**config.mk**
```make
export PLATFORM = sky130hd
export DESIGN_NAME = rtc_timer_alarm_core
export DESIGN_NICKNAME = d
export VERILOG_FILES = /design/src/verilog/rtc_pkg.sv /design/src/verilog/rtc_timer_alarm_core.sv /design/src/verilog/rtc_ge_cmp.sv
export SDC_FILE = /design/constraint.sdc
export NUM_CORES = 1
export LEC_CHECK = 0
export BUFFER_PORTS_ARGS = -buffer_cell sky130_fd_sc_hd__buf_2
export CORE_ASPECT_RATIO = 0.6
export CORE_MARGIN = 3
export CORE_UTILIZATION = 40
export CTS_CLUSTER_DIAMETER = 60
export DETAILED_ROUTE_END_ITERATION = 10
export GPL_TIMING_DRIVEN = 0
export SLEW_MARGIN = 10
export SYNTH_ARGS = -nofsm -noshare
export SYNTH_HDL_FRONTEND = slang
export SYNTH_SLANG_ARGS = --single-unit
```
**constraint.sdc**
```tcl
create_clock -name REF_CLK -period 3.2 [get_ports REF_CLK]
set_input_delay 0.16 -clock REF_CLK [delete_from_list [all_inputs] [get_ports REF_CLK]]
set_output_delay 0.16 -clock REF_CLK [all_outputs]
set_load 0.05 [all_outputs]
```
**src/verilog/rtc_pkg.sv**
```systemverilog
/*
  Constants and types shared by the real-time clock timer/alarm core.
  Assumes a single clock domain and the indirect address/data register pair.
*/
package rtc_pkg;

  // ===========================================
  // widths
  localparam int TIMER_W    = 47;
  localparam int BANK_W     = 48;
  localparam int BANK_BYTES = 6;

  // ===========================================
  // indirect register addresses
  localparam logic [7:0] ADR_CAP0 = 8'h00;
  localparam logic [7:0] ADR_CTRL = 8'h06;
  localparam logic [7:0] ADR_OSC  = 8'h07;
  localparam logic [7:0] ADR_ALM0 = 8'h08;

  // ===========================================
  // control register bit positions
  localparam int B_EN   = 7;
  localparam int B_RUN  = 4;
  localparam int B_AEN  = 3;
  localparam int B_FLAG = 2;
  localparam int B_SET  = 1;
  localparam int B_CAP  = 0;

  // ===========================================
  // oscillator control register bit positions
  localparam int B_GAIN   = 7;
  localparam int B_CRYSTAL_MODE_SELECT  = 6;
  localparam int B_BIAS   = 5;
  localparam int B_OSC_CLOCK_VALID = 4;
  localparam int B_BACKUP = 0;

  // ===========================================
  // values after reset
  localparam logic [BANK_W-1:0] BANK_RST  = 48'hffff_ffff_ffff;
  localparam logic [TIMER_W-1:0] TIMER_RST = 47'h0000_0000_0000;
  localparam logic [7:0]        OSC_RST   = 8'h00;
  localparam logic [7:0]        BYTE_ZERO = 8'h00;

  // ===========================================
  // processor access to the address/data pair
  typedef struct packed {
    logic       adr_we;
    logic       dat_we;
    logic       dat_re;
    logic [7:0] wdata;
  } rtc_req_s;

endpackage : rtc_pkg

```
**src/verilog/rtc_timer_alarm_core.sv**
```systemverilog
/*
  Timer, capture/preload bank, alarm bank and oscillator control register,
  reached through an indirect address/data register pair.
  Assumes all inputs are synchronous to REF_CLK and that the interrupt
  enable and reset-source enable live elsewhere in the chip.
*/
// How it works
// timer adds one each clock while run bit is set, else holds
// load and snapshot work while the timer keeps counting
// preload value sits in capture bank bits 47..1, bit 0 ignored
// writing one to set bit copies capture bank into the timer
// set bit clears itself when the preload is done; software polls it
// writing one to capture bit copies timer into capture bits 47..1
// capture bit clears itself once the snapshot is stored
// timer is compared every cycle against alarm bank bits 47..1, bit 0 ignored
// alarm event fires on timer greater than or equal to alarm
// alarm event requests an interrupt when the interrupt is enabled
// alarm event requests a chip reset when enabled as reset source
// every alarm event raises a wake-up request for the oscillator
// software disables alarm, writes alarm bank, then re-enables alarm
// software clears flag and sets alarm bank to maximum after service
// read-only status bit shows backup supply (1) or main supply (0)
// oscillator register: gain, mode, bias r/w; clock-valid, backup read-only
// alarm flag stays set until software clears it
// timer wraps from all ones to zero and keeps counting
module rtc_timer_alarm_core (
  // clock, reset, enable
  input  wire logic            REF_CLK,
  input  wire logic            SRST,
  input  wire logic            CE,
  // processor access
  input  wire rtc_pkg::rtc_req_s CPU_REQ,
  output logic [7:0]           ADR_Q,
  output logic [7:0]           RDATA,
  // chip-level enables and status
  input  wire logic            IRQ_EN,
  input  wire logic            RST_SRC_EN,
  input  wire logic            OSC_VALID,
  input  wire logic            BACKUP_PWR,
  // requests
  output logic                 IRQ,
  output logic                 RST_REQ,
  output logic                 WAKE_REQ,
  // oscillator settings
  output logic                 GAIN_CTRL_EN,
  output logic                 XTAL_MODE,
  output logic                 BIAS_DOUBLE
);
  import rtc_pkg::*;

  // ===========================================
  // state
  logic [TIMER_W-1:0] timer_r;
  logic [TIMER_W-1:0] timer_nxt;
  logic [BANK_W-1:0]  cap_r;
  logic [BANK_W-1:0]  alm_r;
  logic [7:0]         adr_r;
  logic [7:0]         osc_r;
  logic [7:0]         rdata_r;
  logic               en_r;
  logic               run_r;
  logic               aen_r;
  logic               flag_r;
  logic               flag_nxt;
  logic               set_r;
  logic               capq_r;
  logic               irq_r;
  logic               rst_r;
  logic               wake_r;

  // ===========================================
  // decode
  wire       wr_dat  = CE & CPU_REQ.dat_we;
  wire       rd_dat  = CE & CPU_REQ.dat_re;
  wire [7:0] wd      = CPU_REQ.wdata;
  wire       sel_cap = (adr_r < ADR_CTRL);
  wire [7:0] alm_off = adr_r - ADR_ALM0;
  wire       sel_alm = (adr_r >= ADR_ALM0) && (alm_off < 8'(BANK_BYTES));
  wire       sel_ctl = (adr_r == ADR_CTRL);
  wire       sel_osc = (adr_r == ADR_OSC);
  wire [5:0] cap_bit = {adr_r[2:0], 3'b000};
  wire [5:0] alm_bit = {alm_off[2:0], 3'b000};
  wire       wr_cap  = wr_dat & sel_cap;
  wire       wr_alm  = wr_dat & sel_alm;
  wire       wr_ctl  = wr_dat & sel_ctl;
  wire       wr_osc  = wr_dat & sel_osc;

  // ===========================================
  // alarm compare
  wire alarm_ge;
  rtc_ge_cmp #(
    .W (TIMER_W)
  ) u_cmp (
    .a  (timer_r),
    .b  (alm_r[BANK_W-1:1]),
    .ge (alarm_ge)
  );
  wire alarm_ev = aen_r & alarm_ge;

  // set beats software clear
  assign flag_nxt = alarm_ev | (wr_ctl ? (flag_r & wd[B_FLAG]) : flag_r);

  // preload first, else count with natural wrap
  assign timer_nxt = set_r ? cap_r[BANK_W-1:1] :
                     run_r ? timer_r + 47'h0000_0000_0001 :
                     timer_r;

  // ===========================================
  // read selection
  wire [7:0] ctl_val = {en_r, 2'b00, run_r, aen_r, flag_r, set_r, capq_r};
  wire [7:0] osc_val = {osc_r[B_GAIN:B_BIAS], OSC_VALID, 3'b000, BACKUP_PWR};
  wire [7:0] rd_val  = sel_cap ? cap_r[cap_bit +: 8] :
                       sel_alm ? alm_r[alm_bit +: 8] :
                       sel_ctl ? ctl_val :
                       sel_osc ? osc_val :
                       BYTE_ZERO;

  // ===========================================
  // timer and control
  always_ff @(posedge REF_CLK)
  begin
    if (SRST)
    begin
      timer_r <= TIMER_RST;
      en_r    <= 1'b0;
      run_r   <= 1'b0;
      aen_r   <= 1'b0;
      flag_r  <= 1'b0;
      set_r   <= 1'b0;
      capq_r  <= 1'b0;
    end
    else if (CE)
    begin
      timer_r <= timer_nxt;
      flag_r  <= flag_nxt;
      set_r   <= wr_ctl & wd[B_SET];
      capq_r  <= wr_ctl & wd[B_CAP];
      if (wr_ctl)
      begin
        en_r  <= wd[B_EN];
        run_r <= wd[B_RUN];
        aen_r <= wd[B_AEN];
      end
    end
  end

  // ===========================================
  // capture and alarm banks
  always_ff @(posedge REF_CLK)
  begin
    if (SRST)
    begin
      cap_r <= BANK_RST;
      alm_r <= BANK_RST;
    end
    else if (CE)
    begin
      if (capq_r)
        cap_r <= {timer_r, 1'b0};
      else if (wr_cap)
        cap_r[cap_bit +: 8] <= wd;
      if (wr_alm)
        alm_r[alm_bit +: 8] <= wd;
    end
  end

  // ===========================================
  // address, oscillator settings, read data
  always_ff @(posedge REF_CLK)
  begin
    if (SRST)
    begin
      adr_r   <= BYTE_ZERO;
      osc_r   <= OSC_RST;
      rdata_r <= BYTE_ZERO;
    end
    else if (CE)
    begin
      if (CPU_REQ.adr_we)
        adr_r <= wd;
      if (wr_osc)
        osc_r <= {wd[B_GAIN:B_BIAS], 5'b00000};
      if (rd_dat)
        rdata_r <= rd_val;
    end
  end

  // ===========================================
  // requests
  always_ff @(posedge REF_CLK)
  begin
    if (SRST)
    begin
      irq_r  <= 1'b0;
      rst_r  <= 1'b0;
      wake_r <= 1'b0;
    end
    else if (CE)
    begin
      irq_r  <= flag_nxt & IRQ_EN;
      rst_r  <= alarm_ev & RST_SRC_EN;
      wake_r <= alarm_ev;
    end
  end

  assign ADR_Q        = adr_r;
  assign RDATA        = rdata_r;
  assign IRQ          = irq_r;
  assign RST_REQ      = rst_r;
  assign WAKE_REQ     = wake_r;
  assign GAIN_CTRL_EN = osc_r[B_GAIN];
  assign XTAL_MODE    = osc_r[B_CRYSTAL_MODE_SELECT];
  assign BIAS_DOUBLE  = osc_r[B_BIAS];
endmodule // rtc_timer_alarm_core

```
**src/verilog/rtc_ge_cmp.sv**
```systemverilog
/*
  Unsigned greater-or-equal comparator.
  Assumes both operands are stable within the cycle.
*/
module rtc_ge_cmp #(
  parameter int W = 47
) (
  // operands
  input  wire logic [W-1:0] a,
  input  wire logic [W-1:0] b,
  // result
  output wire logic         ge
);
  assign ge = (a >= b);
endmodule // rtc_ge_cmp

```
==> summary.txt <==
Outcome
  – Status: finished clean

Floorplanning
  – # rows: 44
  – # IOs: 40
  – Initial Util: 0.416
  – Core Footprint: approximately 25000 um^2
  – Die W: 213 um
  – Die height: approximately 130 um
  – Die area: about 28000 um^2

Global routing
  – Initial antenna violation count: 0
  – First-pass GRT wire length: 69500 um
  – Routing usage on met3: 0.203
  – Vias in the first global route: between 9000 and 10000
  – GRT Overall Usage: 0.354
  – M1 GR Usage: 0.521
  – Met2 usage: 0.432
  – Grt ovf: 0
  – Pin count of the biggest net entering global routing: 17
  – Grt peak-use layer: met1

Timing
  – Final period util: 0.990
  – Slew margin rel.: 0.166
  – Setup Skew: between 20 and 25 ps
  – Min Clock Period, post-route: 3170 ps
  – Max Freq: between 300 and 400 MHz
  – Setup ws final: roughly 30 ps
  – Slew Limit Fails: 0
  – RSZ-0062 raised after global routing: no
  – Final hold vios: 0
  – Setup violators final: 0
  – Worst-Margin Slew: 1250 ps

Drt
  – 1st-pass router iterations: 8
  – Routed vias/inst: between 6 and 7
  – Vias: ~11000
  – DR iter-0 viols: between 1500 and 2000
  – Routed WL per cell: 29.3 um
  – Routed Antenna Nets: 0
  – Remaining routing DRC violations: 0
  – Drt total wl: about 49000 um

Yosys
  – Post-synthesis cell type count: 72
  – Async SR Flop Fraction: 0
  – Synth area leader: dfxtp_1
  – Synth Register Bits: roughly 170
  – Top cells by area, synth: dfxtp_1 (33%), nand2_1 (6.7%), ha_1 (6.6%)
  – Syn avg cell area: roughly 8 um^2
  – Register area share after synthesis: 0.333
  – Synth warn: 0
  – Synth Flop Type: dfxtp_1
  – Post-synthesis cell area: about 10000 um^2
  – Syn Nets: 1359
  – Cells after Synth: around 1300
  – Post-synth top area share: 0.333
  – Count leader, synth: nand2_1
  – List of most frequent post-synthesis cells: nand2_1 (183), dfxtp_1 (171), nor2_1 (95), o211ai_1 (80), clkbuf_1 (76)
  – Post-synth EDFFs: 0

Clock network
  – Clock Sinks: approximately 170
  – H-tree depth: 4
  – TritonCTS buffer count: 17
  – Clk buf depth: 2
  – Clock slew at reported path FFs: around 70 ps
  – Clk root buf: clkbuf_16
  – CTS tree: done
  – Clk_lat worst skew: 470 ps

Pwr
  – Gate power share: 0.105
  – P_int: roughly 3400 uW
  – Leak Pwr: 0.00475 uW
  – Peak VDD IR: roughly 0.24 mV
  – Pwr Density: 414 nW/um^2
  – Part of the power in registers: 0.456
  – Switching Share: 0.296
  – Clock Power Share: 0.438
  – Sw power: 1420 uW

Place
  – RePlAce Congestion: roughly 1
  – Port bufs: 37
  – Dpl cells: around 1600
  – Worst slack at placement: -483 ps
  – HPWL after detailed placement: around 38000 um

Layout
  – Layout cells sized above 1: 0.103
  – Fillers: between 2000 and 3000
  – Non-Filler Instances: ~1700
  – Area Overhead vs Synth: 12.6%
  – Nets: about 1400
  – ANT cells: 0

Worst setup path
  – Req. time, crit path: around 3600 ps
  – Worst Setup Start Kind: flop
  – WS Path Type: flop to flop
  – Reg2reg start: run_r$_SDFFE_PP0P_
  – Max Fanout on Critical Path: 10
  – Critical path startpoint: run_r$_SDFFE_PP0P_
  – Worst EP arrival: roughly 3600 ps
  – Nature of the critical path endpoint: flop

Flow run
  – Max-Cap Viols: 0

Worst hold path
  – Hold path startpoint: CPU_REQ[2]
  – Hold Crit Class: input pin to flop
state kept, by name (all words and copies together) (netlist names):
name	flops
alm_r	48
cap_r	48
timer_r	47
ADR_Q	8
RDATA	8
osc_r	3
IRQ	1
RST_REQ	1
WAKE_REQ	1
aen_r	1
capq_r	1
en_r	1
flag_r	1
run_r	1
set_r	1
layer usage:
layer,part of all wire,up-vias
met5,0,-
met4,0.016,0
met2,0.36,803
li1,-,4924
met3,0.18,76
met1,0.44,5463
path summary, 6_finish.rpt:
check | endpoint | slack [ps] | cells after the start
max reg2reg | timer_r[30]$_SDFFE_PP0P_ | 30 | 6
max | timer_r[30]$_SDFFE_PP0P_ | 30 | 6
min reg2reg | RDATA[2]$_SDFFE_PP0P_ | 460 | 2
min | flag_r$_SDFFE_PP0P_ | 60 | 3
cells by family after synthesis:
kind of cell | share of synthesized area
and+or+nand+nor | 0.220
AOI/OAI and AO/OA | 0.252
DFF | 0.333
buffers and inverters | 0.0647
muxes | 0.0638
adders and majority gates | 0.0657
xor gates and xnor gates | 0.000852
worst max-delay path, cell delays in order, from the launching register on:
cell      delay (ps)
dfxtp_1          560
inv_1            290
a21oi_1          600
clkbuf_1         570
clkbuf_1         630
o221ai_1         220
a21oi_1          200
through the flow:
stage	area [um^2]	util	setup TNS [ps]	hold slack [ps]	power, uW
2_1_floorplan	10300	-	0	305	2490
3_3_place_gp	10900	0.440	-14010	420	2690
3_5_place_dp	10900	0.440	-13630	411	2690
4_1_cts	11500	0.466	0	43.4	4740
5_1_grt	11600	0.468	0	95.8	4880
6_report	11600	0.468	0	59.4	4790
cells in the final DEF (no fill, tap or decap), drive strengths merged, types with 8 or more instances in the layout:
master,count
a21oi,74
a211oi,18
dfxtp,171
nor3b,9
mux2i,43
o211ai,80
nand2b,8
a31oi,8
inv,64
mux4,9
nor4,16
and3,12
ha,54
a32oi,23
nand3,66
o22ai,25
clkbuf,94
nand4,26
nor2,98
o311ai,16
buf,71
a22oi,37
nand2,183
o21ai,39
nor2b,14
nor3,14
layout make-up:
type	instances	area (um^2)	share of cell area
Buffer	101	445	0.0385
Clock buffer	20	447	0.0386
Clock inverter	12	116	0.0100
Inverter	64	244	0.0211
Multi-Input combinational cell	949	6240	0.539
Sequential cell	171	3420	0.296
Tap cell	322	403	0.0348
Timing Repair Buffer	46	258	0.0223
power groups by stage:
stage          clock [uW]  sequential (uW)  combinational (uW)
2_1_floorplan           0             2260                 230
3_3_place_gp            0             2230                 459
3_5_place_dp            0             2230                 456
4_1_cts              2090             2180                 470
5_1_grt              2170             2190                 520
6_report             2100             2190                 505
what timing repair did:
| item | in CTS | in global routing |
|---|---|---|
| hold buffers | 2 | 0 |
| endpoints found under the setup margin | 76 | 76 |
| hold endpoints to repair | 2 | 0 |
| cloned | 0 | 0 |
| buffers inserted | 4 | 3 |
| pin swaps | 1 | 0 |
| gates resized for setup | 9 | 15 |
Note: power is estimated with default switching activity, not from simulation.
